## src/logic/cpm_pkg.sv

```systemverilog
package cpm_pkg;

  // Register indices; each register is one byte at its own address.
  localparam logic [2:0] CPM_ADDR_CTRL = 3'h0;
  localparam logic [2:0] CPM_ADDR_DUTY = 3'h1;
  localparam logic [2:0] CPM_ADDR_SHADOW = 3'h2;
  localparam logic [2:0] CPM_ADDR_PERIOD = 3'h3;
  localparam logic [2:0] CPM_ADDR_COUNT = 3'h4;
  localparam logic [2:0] CPM_ADDR_TCTRL = 3'h5;
  localparam logic [2:0] CPM_ADDR_STATUS = 3'h6;
  localparam logic [2:0] CPM_ADDR_PINCTL = 3'h7;

  // Field positions.
  localparam int CPM_MODE_LSB = 0;
  localparam int CPM_DLOW_LSB = 4;
  localparam int CPM_TON_BIT = 2;
  localparam int CPM_FLAG_BIT = 0;
  localparam int CPM_DRV_BIT = 0;

  // Reset values.
  localparam logic [7:0] CPM_RST_BYTE = 8'h00;
  localparam logic [7:0] CPM_RST_PERIOD = 8'hff;
  localparam logic [1:0] CPM_RST_LOW = 2'h0;
  localparam logic [3:0] CPM_RST_NIB = 4'h0;

  // Mode codes of the mode select field.
  localparam logic [3:0] CPM_M_OFF = 4'h0;
  localparam logic [3:0] CPM_M_TOGGLE = 4'h2;
  localparam logic [3:0] CPM_M_CAP_FALL = 4'h4;
  localparam logic [3:0] CPM_M_CAP_RISE = 4'h5;
  localparam logic [3:0] CPM_M_CAP_4 = 4'h6;
  localparam logic [3:0] CPM_M_CAP_16 = 4'h7;
  localparam logic [3:0] CPM_M_SET = 4'h8;
  localparam logic [3:0] CPM_M_CLR = 4'h9;
  localparam logic [3:0] CPM_M_SWI = 4'ha;
  localparam logic [3:0] CPM_M_ADC = 4'hb;
  localparam logic [1:0] CPM_M_PWM_TOP = 2'h3;

  // Period timer prescale codes and the last phase count of each.
  localparam logic [1:0] CPM_PS_1 = 2'h0;
  localparam logic [1:0] CPM_PS_4 = 2'h1;
  localparam logic [1:0] CPM_PS_16 = 2'h2;
  localparam logic [7:0] CPM_LAST_1 = 8'h03;
  localparam logic [7:0] CPM_LAST_4 = 8'h0f;
  localparam logic [7:0] CPM_LAST_16 = 8'h3f;
  localparam logic [7:0] CPM_LAST_64 = 8'hff;
  localparam logic [3:0] CPM_CAP_LAST_4 = 4'h3;
  localparam logic [3:0] CPM_CAP_LAST_16 = 4'hf;

  // Register port request from software.
  typedef struct packed {
    logic [2:0] addr;
    logic [7:0] wdata;
    logic wr;
    logic rd;
  } cpm_bus_req_t;

endpackage : cpm_pkg

```

## src/logic/cpm_pwm_mode_control.sv

```systemverilog
`timescale 1ns/10ps

module cpm_pwm_mode_control (
  input wire logic sys_clk, // System clock, 100 MHz.
  input wire logic rst_n, // Asynchronous reset, active low.
  input cpm_pkg::cpm_bus_req_t bus_req, // Register port request.
  output logic [7:0] bus_rdata, // Read data, cycle after read.
  input wire logic sleep, // Device sleeping, freezes unit.
  input wire logic cmp_match, // Compare match pulse, same clock.
  input wire logic trig_sel_hit, // Converter trigger selects us.
  input wire logic cap_pin, // Capture input pin, asynchronous.
  output logic pin_out, // Output pin level.
  output logic pin_oe, // Output pin driver enable.
  output logic irq_flag, // Sticky unit interrupt flag.
  output logic adc_trig, // Converter start pulse.
  output logic cap_event // Capture event pulse.
);
  import cpm_pkg::*;

  //////////////////////////////////////////////////////////////////////////
  // Registers and state.
  logic [7:0] ctrl;
  logic [7:0] duty_high;
  logic [7:0] shadow;
  logic [1:0] duty_latch;
  logic [7:0] period;
  logic [7:0] count;
  logic [7:0] phase;
  logic [2:0] tctrl;
  logic drive_en;
  logic [3:0] cap_cnt;
  logic cap_s1;
  logic cap_s2;
  logic cap_s3;
  logic cap_lvl;

  //////////////////////////////////////////////////////////////////////////
  // Address decode and mode decode.
  wire wr_ctrl = bus_req.wr && bus_req.addr == CPM_ADDR_CTRL;
  wire wr_duty = bus_req.wr && bus_req.addr == CPM_ADDR_DUTY;
  wire wr_shadow = bus_req.wr && bus_req.addr == CPM_ADDR_SHADOW;
  wire wr_period = bus_req.wr && bus_req.addr == CPM_ADDR_PERIOD;
  wire wr_count = bus_req.wr && bus_req.addr == CPM_ADDR_COUNT;
  wire wr_tctrl = bus_req.wr && bus_req.addr == CPM_ADDR_TCTRL;
  wire wr_status = bus_req.wr && bus_req.addr == CPM_ADDR_STATUS;
  wire wr_pinctl = bus_req.wr && bus_req.addr == CPM_ADDR_PINCTL;
  wire [3:0] mode = ctrl[CPM_MODE_LSB +: 4];
  wire [1:0] duty_low = ctrl[CPM_DLOW_LSB +: 2];
  wire mode_pwm = mode[3:2] == CPM_M_PWM_TOP;
  wire mode_off = mode == CPM_M_OFF;
  wire mode_set = mode == CPM_M_SET;
  wire mode_clr = mode == CPM_M_CLR;
  wire mode_tog = mode == CPM_M_TOGGLE;
  wire mode_swi = mode == CPM_M_SWI;
  wire mode_adc = mode == CPM_M_ADC;
  wire mode_cap = mode[3:2] == 2'h1;
  wire mode_cmp = mode_set || mode_clr || mode_tog || mode_swi || mode_adc;
  wire run = !sleep;

  //////////////////////////////////////////////////////////////////////////
  // Time base. The phase counter divides sys_clk by four times the
  // prescale, so the period follows the system clock directly.
  wire [1:0] ps = tctrl[1:0];
  wire [7:0] phase_last = (ps == CPM_PS_1) ? CPM_LAST_1 :
                          (ps == CPM_PS_4) ? CPM_LAST_4 :
                          (ps == CPM_PS_16) ? CPM_LAST_16 :
                          CPM_LAST_64;
  wire [1:0] ext_bits = (ps == CPM_PS_1) ? phase[1:0] :
                        (ps == CPM_PS_4) ? phase[3:2] :
                        (ps == CPM_PS_16) ? phase[5:4] :
                        phase[7:6];
  wire timer_on = tctrl[CPM_TON_BIT];
  wire tick = run && timer_on && phase == phase_last;
  wire wrap = tick && count == period;
  wire [9:0] time_base = {count, ext_bits};
  wire [9:0] duty_act = {shadow, duty_latch};
  // Compare is a fixed ten bits wide; the period gives log2(4*(period+1)) bits of resolution.
  wire tb_match = time_base == duty_act;
  wire [9:0] duty_next = {duty_high, duty_low};
  wire duty_zero = duty_next == 10'h000;

  // Phase and period counter; both hold while asleep.
  always_ff @(posedge sys_clk or negedge rst_n)
  begin
    if (!rst_n)
    begin
      phase <= CPM_RST_BYTE;
      count <= CPM_RST_BYTE;
    end
    else if (wr_count && run)
    begin
      count <= bus_req.wdata;
      phase <= CPM_RST_BYTE;
    end
    else if (run && timer_on)
    begin
      phase <= (phase == phase_last) ? CPM_RST_BYTE : phase + 8'h01;
      if (wrap)
        count <= CPM_RST_BYTE;
      else if (tick)
        count <= count + 8'h01;
    end
  end

  //////////////////////////////////////////////////////////////////////////
  // Software registers. Writes are ignored while asleep, since the
  // module state must not move then.
  always_ff @(posedge sys_clk or negedge rst_n)
  begin
    if (!rst_n)
    begin
      ctrl <= CPM_RST_BYTE;
      duty_high <= CPM_RST_BYTE;
      period <= CPM_RST_PERIOD;
      tctrl <= CPM_RST_BYTE[2:0];
      drive_en <= 1'b0;
    end
    else if (run)
    begin
      if (wr_ctrl)
        ctrl <= {2'h0, bus_req.wdata[5:0]};
      if (wr_duty)
        duty_high <= bus_req.wdata;
      if (wr_period)
        period <= bus_req.wdata;
      if (wr_tctrl)
        tctrl <= bus_req.wdata[2:0];
      if (wr_pinctl)
        drive_en <= bus_req.wdata[CPM_DRV_BIT];
    end
  end

  // Shadow and hidden latch take the new duty only at period end, so
  // a half-written duty never reaches the comparator.
  always_ff @(posedge sys_clk or negedge rst_n)
  begin
    if (!rst_n)
    begin
      shadow <= CPM_RST_BYTE;
      duty_latch <= CPM_RST_LOW;
    end
    else if (run)
    begin
      if (mode_pwm && wrap)
      begin
        shadow <= duty_high;
        duty_latch <= duty_low;
      end
      else if (wr_shadow && !mode_pwm)
        shadow <= bus_req.wdata;
    end
  end

  //////////////////////////////////////////////////////////////////////////
  // Capture input: three stages, a change counts once stages two and
  // three agree.
  wire cap_agree = cap_s2 == cap_s3;
  wire cap_rise = cap_agree && cap_s3 && !cap_lvl;
  wire cap_fall = cap_agree && !cap_s3 && cap_lvl;
  wire cap_last4 = cap_cnt == CPM_CAP_LAST_4;
  wire cap_last16 = cap_cnt == CPM_CAP_LAST_16;
  wire cap_hit = run && (
    (mode == CPM_M_CAP_FALL && cap_fall) ||
    (mode == CPM_M_CAP_RISE && cap_rise) ||
    (mode == CPM_M_CAP_4 && cap_rise && cap_last4) ||
    (mode == CPM_M_CAP_16 && cap_rise && cap_last16));

  always_ff @(posedge sys_clk or negedge rst_n)
  begin
    if (!rst_n)
    begin
      cap_s1 <= 1'b0;
      cap_s2 <= 1'b0;
      cap_s3 <= 1'b0;
      cap_lvl <= 1'b0;
    end
    else
    begin
      cap_s1 <= cap_pin;
      cap_s2 <= cap_s1;
      cap_s3 <= cap_s2;
      if (cap_agree && run)
        cap_lvl <= cap_s3;
    end
  end

  // Edge prescale counter; cleared whenever the unit is not capturing.
  always_ff @(posedge sys_clk or negedge rst_n)
  begin
    if (!rst_n)
      cap_cnt <= CPM_RST_NIB;
    else if (!mode_cap)
      cap_cnt <= CPM_RST_NIB;
    else if (run && cap_rise)
      cap_cnt <= cap_hit ? CPM_RST_NIB : cap_cnt + 4'h1;
  end

  //////////////////////////////////////////////////////////////////////////
  // Pin level. Reserved codes 0011 and 0001 leave the pin alone.
  wire cmp_hit = run && mode_cmp && cmp_match;
  logic next_pin;
  always_comb
  begin
    next_pin = pin_out;
    if (!run)
      next_pin = pin_out;
    else if (mode_off)
      next_pin = 1'b0;
    else if (mode_pwm)
    begin
      if (wrap)
        next_pin = !duty_zero;
      else if (tb_match)
        next_pin = 1'b0;
    end
    else if (cmp_hit && mode_set)
      next_pin = 1'b1;
    else if (cmp_hit && mode_clr)
      next_pin = 1'b0;
    else if (cmp_hit && mode_tog)
      next_pin = !pin_out;
  end

  wire pin_driven = mode_pwm || mode_set || mode_clr || mode_tog;
  wire flag_set = cap_hit || cmp_hit;

  // Output flip-flops. A new event wins over a software clear.
  always_ff @(posedge sys_clk or negedge rst_n)
  begin
    if (!rst_n)
    begin
      pin_out <= 1'b0;
      pin_oe <= 1'b0;
      irq_flag <= 1'b0;
      adc_trig <= 1'b0;
      cap_event <= 1'b0;
    end
    else
    begin
      pin_out <= next_pin;
      pin_oe <= drive_en && pin_driven;
      if (flag_set)
        irq_flag <= 1'b1;
      else if (wr_status && run)
        irq_flag <= bus_req.wdata[CPM_FLAG_BIT];
      adc_trig <= cmp_hit && mode_adc && trig_sel_hit;
      cap_event <= cap_hit;
    end
  end

  //////////////////////////////////////////////////////////////////////////
  // Read data, valid only in the cycle after the read strobe.
  logic [7:0] next_rdata;
  always_comb
  begin
    next_rdata = CPM_RST_BYTE;
    if (bus_req.rd)
    begin
      unique case (bus_req.addr)
        CPM_ADDR_CTRL: next_rdata = {2'h0, ctrl[5:0]};
        CPM_ADDR_DUTY: next_rdata = duty_high;
        CPM_ADDR_SHADOW: next_rdata = shadow;
        CPM_ADDR_PERIOD: next_rdata = period;
        CPM_ADDR_COUNT: next_rdata = count;
        CPM_ADDR_TCTRL: next_rdata = {5'h00, tctrl};
        CPM_ADDR_STATUS: next_rdata = {7'h00, irq_flag};
        CPM_ADDR_PINCTL: next_rdata = {7'h00, drive_en};
      endcase
    end
  end

  always_ff @(posedge sys_clk or negedge rst_n)
  begin
    if (!rst_n)
      bus_rdata <= CPM_RST_BYTE;
    else
      bus_rdata <= next_rdata;
  end

  //////////////////////////////////////////////////////////////////////////
  // Checks.
  AST_PERIOD_WRAP: assert property (
    @(posedge sys_clk) disable iff (!rst_n)
    wrap && !wr_count |=> count == 8'h00)
    else $error("Counter did not clear at period end.");

  AST_SHADOW_LOAD: assert property (
    @(posedge sys_clk) disable iff (!rst_n)
    mode_pwm && wrap |=> shadow == $past(duty_high)
      && duty_latch == $past(duty_low))
    else $error("Duty not copied into buffer at period end.");

  AST_MATCH_LOW: assert property (
    @(posedge sys_clk) disable iff (!rst_n)
    run && mode_pwm && tb_match && !wrap |=> !pin_out)
    else $error("Output not cleared on duty match.");

  AST_PERIOD_SET: assert property (
    @(posedge sys_clk) disable iff (!rst_n)
    run && mode_pwm && wrap |=> pin_out == !$past(duty_zero))
    else $error("Output wrong at period start.");

  AST_SLEEP_HOLD: assert property (
    @(posedge sys_clk) disable iff (!rst_n)
    sleep |=> $stable(count) && $stable(pin_out) && $stable(shadow))
    else $error("State moved during sleep.");

  AST_CTRL_TOP: assert property (
    @(posedge sys_clk) disable iff (!rst_n)
    bus_req.rd && bus_req.addr == CPM_ADDR_CTRL |=> bus_rdata[7:6] == 2'h0)
    else $error("Control top bits read nonzero.");

  AST_SWI_PIN: assert property (
    @(posedge sys_clk) disable iff (!rst_n)
    run && mode_swi && cmp_match |=> irq_flag && $stable(pin_out))
    else $error("Software interrupt mode touched the pin.");

  AST_CMP_SET: assert property (
    @(posedge sys_clk) disable iff (!rst_n)
    run && mode_set && cmp_match |=> pin_out && irq_flag)
    else $error("Set on match failed.");

  AST_CMP_TOGGLE: assert property (
    @(posedge sys_clk) disable iff (!rst_n)
    run && mode_tog && cmp_match |=> pin_out != $past(pin_out))
    else $error("Toggle on match failed.");

  AST_OFF_LOW: assert property (
    @(posedge sys_clk) disable iff (!rst_n)
    run && mode_off |=> !pin_out && !pin_oe)
    else $error("Off mode left the pin active.");

  AST_SHADOW_RO: assert property (
    @(posedge sys_clk) disable iff (!rst_n)
    mode_pwm && wr_shadow && !wrap |=> $stable(shadow))
    else $error("Shadow written while PWM active.");

  AST_ADC_TRIG: assert property (
    @(posedge sys_clk) disable iff (!rst_n)
    run && mode_adc && cmp_match && trig_sel_hit |=> adc_trig ##1 !adc_trig
      or adc_trig)
    else $error("Converter trigger missing.");

  AST_CMP_CLEAR: assert property (
    @(posedge sys_clk) disable iff (!rst_n)
    run && mode_clr && cmp_match |=> !pin_out && irq_flag)
    else $error("Clear on match failed.");

  AST_RESERVED_IDLE: assert property (
    @(posedge sys_clk) disable iff (!rst_n)
    run && !(mode_pwm || mode_cmp || mode_off || mode_cap)
      |=> $stable(pin_out) && !pin_oe)
    else $error("Reserved mode touched the pin.");

  AST_CAPTURE_FLAG: assert property (
    @(posedge sys_clk) disable iff (!rst_n)
    cap_hit |=> cap_event && irq_flag)
    else $error("Capture event did not raise the flag.");

endmodule : cpm_pwm_mode_control

```

## config.mk

```make
export PLATFORM = sky130hd
export DESIGN_NAME = cpm_pwm_mode_control
export DESIGN_NICKNAME = d
export VERILOG_FILES = /design/src/logic/cpm_pkg.sv /design/src/logic/cpm_pwm_mode_control.sv
export SDC_FILE = /design/constraint.sdc
export NUM_CORES = 1
export LEC_CHECK = 0
export BUFFER_PORTS_ARGS = -buffer_cell sky130_fd_sc_hd__clkbuf_2
export CORE_MARGIN = 8
export CORE_UTILIZATION = 35
export CTS_CLUSTER_DIAMETER = 30
export DETAILED_ROUTE_END_ITERATION = 16
export GPL_TIMING_DRIVEN = 0
export HOLD_SLACK_MARGIN = 0.06
export PLACE_DENSITY = 0.54
export SYNTH_ARGS = -nofsm -noshare
export SYNTH_HDL_FRONTEND = slang
export SYNTH_SLANG_ARGS = --single-unit
```

## constraint.sdc

```tcl
create_clock -name sys_clk -period 2.9 [get_ports sys_clk]
set_input_delay 0.435 -clock sys_clk [delete_from_list [all_inputs] [get_ports sys_clk]]
set_output_delay 0.435 -clock sys_clk [all_outputs]
set_load 0.02 [all_outputs]
```

# Yosys cells after proc, flatten, opt, wreduce, memory -nomap -nowiden
# Cells that the tools add are included.
[word_totals]
reg_bits = 73
latchBits = 0
mem_bits_rw = 0
rom_bits = 0
n_memories = 0
[op_classes]
addsub = 3
multipliers = 0
n_div = 0
n_lt_le_gt_ge = 0
n_eq_ne = 28
n_shift = 0
muxes = 29
bitwise = 1
reduce_logical = 71
[op_table]
columns = ["operator", "count"]
rows = [
  ["$mux 8", 13],
  ["$pmux 8 s8", 1],
  ["$logic_and 1x1->1", 36],
  ["$eq 4x4->1 const B", 5],
  ["$add 8x1->8 const B", 2],
  ["$eq 4x3->1 const B", 4],
  ["$eq 8x8->1", 2],
  ["$reduce_and 2->1", 8],
  ["$eq 3x3->1 const B", 4],
  ["$mux 4", 3],
  ["$logic_or 1x1->1", 11],
  ["$eq 10x10->1", 1],
  ["$logic_not 10->1", 1],
  ["$mux 1", 9],
  ["$eq 4x2->1 const B", 2],
  ["$eq 3x2->1 const B", 2],
  ["$logic_not 1->1", 6],
  ["$mux 2", 3],
  ["$reduce_bool 2->1", 3],
  ["$reduce_bool 5->1", 1],
  ["$add 4x1->4 const B", 1],
  ["$eq 2x1->1 const B", 2],
  ["$eq 2x2->1 const B", 2],
  ["$logic_not 4->1", 1],
  ["other kinds (9)", 9],
]

# Logic depth before layout (Yosys ltp)
[depth]
ltp_word = 13
ltp_mapped = 8
mapped_depth_nobuf = 7

# Worst setup path before layout
# Ideal clock, no wire load.
[synth_path]
path_kind = "register -> register"
start = "register count[5]"
end = "register shadow[0]"
t_arrival_ns = 1.911
required_ns = 2.775
slack_ns = 0.864
stages_incl_launch_ff = 8
n_path_buf = 2
path_cell_list = "dfrtp_1 > buf_6 > xor2_2 > nor4_4 > nand2_4 > nor3_2 > buf_4 > mux2_2"
[synth_via]
elab_chain_cells = 5
word_cells_on_any_way = 6
classes_between = "eq/ne (1); mux (1); reduce/logical (4)"
[synth_lines]
columns = ["item", "line", "rtl"]
rows = [
  ["start: declaration", "cpm_pwm_mode_control.sv:27", "logic [7:0] count;"],
  ["start signal: assignment", "cpm_pwm_mode_control.sv:92", "count <= bus_req.wdata;"],
  ["start signal: assignment", "cpm_pwm_mode_control.sv:101", "count <= count + 8'h01;"],
  ["$eq 8x8->1 *", "cpm_pwm_mode_control.sv:74", "wire wrap = tick && count == period;"],
  ["$logic_and 1x1->1 *", "cpm_pwm_mode_control.sv:74", ""],
  ["$logic_and 1x1->1 *", "cpm_pwm_mode_control.sv:144", "if (mode_pwm && wrap)"],
  ["$reduce_bool 2->1 (no line)", "n/a", ""],
  ["$reduce_and 2->1 (no line)", "n/a", ""],
  ["end signal: assignment", "cpm_pwm_mode_control.sv:146", "shadow <= duty_high;"],
  ["end signal: assignment", "cpm_pwm_mode_control.sv:150", "shadow <= bus_req.wdata;"],
  ["end: declaration", "cpm_pwm_mode_control.sv:24", "logic [7:0] shadow;"],
]
# Mark *: on every way between the ends. The rest lies on a longest branch, timed or not.
# A chain may end at the register's enable or synchronous reset.

# Worst setup path after layout
[layout_path]
start = "register count[6]"
end = "register shadow[4]"
# Same word-level chain as after synthesis.

==> out/qor.yml <==
routed_wirelength_mm: 10.4
cts_buffer_depth: 2
min_period_ns: 2.40
synth_nets: 400
powerDensity_nw_per_um2: 768
maxCapViolations: 0
path_class: "flip-flop to flip-flop"
syn_inst: 376
crit_path_end_kind: "flip-flop"
gp_congestion: 0.807
finalCritPeriodShare: 0.826
syn2layout_area_growth_pct: 16.2
synthFlopType: "dfrtp_1"
finish.utilization: 0.419
grt_pass1_vias: 3009
numCtsBuffers: 9
ir_drop_uv: 305
grt_pass1_wl_mm: 17.0
die_w_um: 125
setup_slack_ns: 0.504
clockPowerShare: 0.319
synth-edff-count: 0
yosysTopAreaCellShare: 0.393
clock_sinks: 73
fmax_mhz: 417
first_pass_iters: 4
register_area_um2: 1840
crit_chain: "clkbuf_1 > xor2_1 > nor4_4 > nand2_4 > nor3_2 > buf_4 > mux2_2"
drc: 0
ant_nets: 0
async_flop_share: 1.00
clock_latency_ns: 0.34
hold_buffers: 0
start_util: 0.361
io_buffers: 30
drt_iter0_drc: 240
ys_warn_count: 0
fin_worst_skew_ns: 0.00616
antenna_found_initial: 0
syn_area_per_cell_um2: 11.0
postCtsSetupBuffers: 0
multi_input_area_um2: 2160
cp_max_fo: 10
drv_slew: 0
ys_top_cells_by_area: "dfrtp_1, mux2_2, dfstp_2"
worst_pin_slew_ns: 0.744
maxSlewHeadroom: 0.502
finalPower_mw: 3.69
grt_overflow: 0
internal-power_mw: 2.48
fillers: 1081
synth_cell_types: 59
critPathLaunchType: "flip-flop"
dpl.hpwl_mm: 7.59
postCtsResizedCells: 0
ys_ff_latch: 73
path_clk_slew_ns: 0.06
dp_slack_ns: 0.446
yosys.area.top_type: "dfrtp_1"
critical_path.max_stage_delay_ns: 0.46
slowest_stage: "nor4_4"
clock_tree.root_cell: "clkbuf_16"
antennaDiodeCount: 0
required_ns: 3.12
pwr-share-comb: 0.279
hold_violations: 0
die_h_um: 125
cp_top_family: "simple AND/OR/NAND/NOR gates"
netlist_area_um2: 4140
p_sw_mw: 1.21
cp.arrival_ns: 2.62
nNetsFinal: 442
grt_usage: 0.138
wire_per_inst_um: 18.3
cts_max_level: 3
sw_frac_of_total: 0.328
layout-drive-gt1-share: 0.286
grt_max_degree: 45
setup_violations: 0
die_area_um2: 15600
hold_class: "primary input to async pin"
cts_tree: "built"
power.leakage_nw: 2.09
viasPerCell: 5.40
core_area_um2: 11500
io_pins: 32
p_seq_frac: 0.402
crit_buf_inv: 2
num_rows: 39
status: "finished clean"
vias: 3058
rsz0062_at_grt: "false"
ys_seq_area_frac: 0.444
tns_ns: 0
==> path summary, 6_finish.rpt <==
kind,start,to,slack [ns],cells past startpoint
max,count[6],shadow[4],0.50,7
min,rst_n,phase[5],0.07,1
max reg2reg,count[6],shadow[4],0.50,7
min reg2reg,cap_s1,cap_s2,0.35,0
max in group asynchronous,rst_n,period[0],2.21,2
min in group sys_clk,cap_pin,cap_s1,0.21,1
==> flip-flops by register name (all words and copies together) (netlist names), 2 cells and up <==
name,count
bus_rdata,8
count,8
duty_high,8
period,8
phase,8
shadow,8
ctrl,6
cap_cnt,4
tctrl,3
duty_latch,2
==> cell families after synthesis <==
kind of cell    synth area share
compound gates             0.114
xor+xnor                  0.0523
fa+ha+maj                 0.0151
buf+inv                   0.0336
flops                      0.444
mux                        0.183
simple gates               0.159
==> cells in the final DEF (no fill, tap or decap), types with 7 or more instances in the layout <==
master / n
clkbuf_1: 15
nor2b_1: 11
nand2_1: 17
a21oi_1: 14
inv_1: 8
dfrtp_1: 65
clkbuf_2: 29
a31oi_1: 8
xor2_1: 18
o21ai_0: 11
nand3_1: 10
nand2b_1: 9
clkbuf_16: 9
mux4_2: 7
dfstp_2: 8
nand4_1: 8
mux2i_1: 8
mux2_2: 42
nor2_1: 27
==> synthesized netlist by cell type, types with 5 or more instances <==
master / number
dfrtp_1: 65
mux2_2: 42
nor2_1: 27
xor2_1: 18
nand2_1: 17
a21oi_1: 14
clkbuf_1: 14
nor2b_1: 11
o21ai_0: 11
nand3_1: 10
nand2b_1: 9
a31oi_1: 8
dfstp_2: 8
inv_1: 8
mux2i_1: 8
nand4_1: 8
mux4_2: 7
and3_1: 5
ha_1: 5
nor4_1: 5
==> metrics by stage <==
step | hold slack (ns) | area, um2 | cells
after floorplan | 0.139 | 4140 | 376
after global placement | 0.336 | 4470 | 549
after detailed placement | 0.338 | 4500 | 550
after CTS | 0.0783 | 4810 | 566
after global routing | 0.0975 | 4810 | 566
final | 0.0668 | 4810 | 566
==> routing by layer <==
| layer | up-vias | track usage | routed length, um |
|---|---|---|---|
| met1 | 1507 | 0.195 | 4990 |
| li1 | 1461 | - | - |
| met4 | 0 | 0.0631 | 196 |
| met3 | 12 | 0.0379 | 688 |
| met5 | - | 0 | 0 |
| met2 | 78 | 0.189 | 4490 |
==> power by group through the flow <==
stage	sequential (mW)	clock [mW]	combinational (mW)
2_1_floorplan	1.45	0	0.762
3_3_place_gp	1.49	0	1.01
4_1_cts	1.48	1.21	1.04
6_report	1.48	1.18	1.03
3_5_place_dp	1.49	0	1.03
5_1_grt	1.51	1.25	1.14
==> final cells by class <==
cell class	instances	area share
Multi-Input combinational cell	274	0.450
Sequential cell	73	0.382
Clock buffer	10	0.0476
Timing Repair Buffer	31	0.0375
Tap cell	143	0.0372
Buffer	21	0.0226
Clock inverter	6	0.0172
Inverter	8	0.00625
==> worst reg2reg max path, delay by kind of cell (launching register included) <==
| family | cells | cell delay [ns] |
|---|---|---|
| AND/OR/NAND/NOR | 3 | 0.88 |
| buffers and inverters | 2 | 0.55 |
| multiplexers | 1 | 0.36 |
| flip-flops | 1 | 0.32 |
| XOR/XNOR | 1 | 0.17 |
Note: power is estimated with default switching activity, not from simulation.
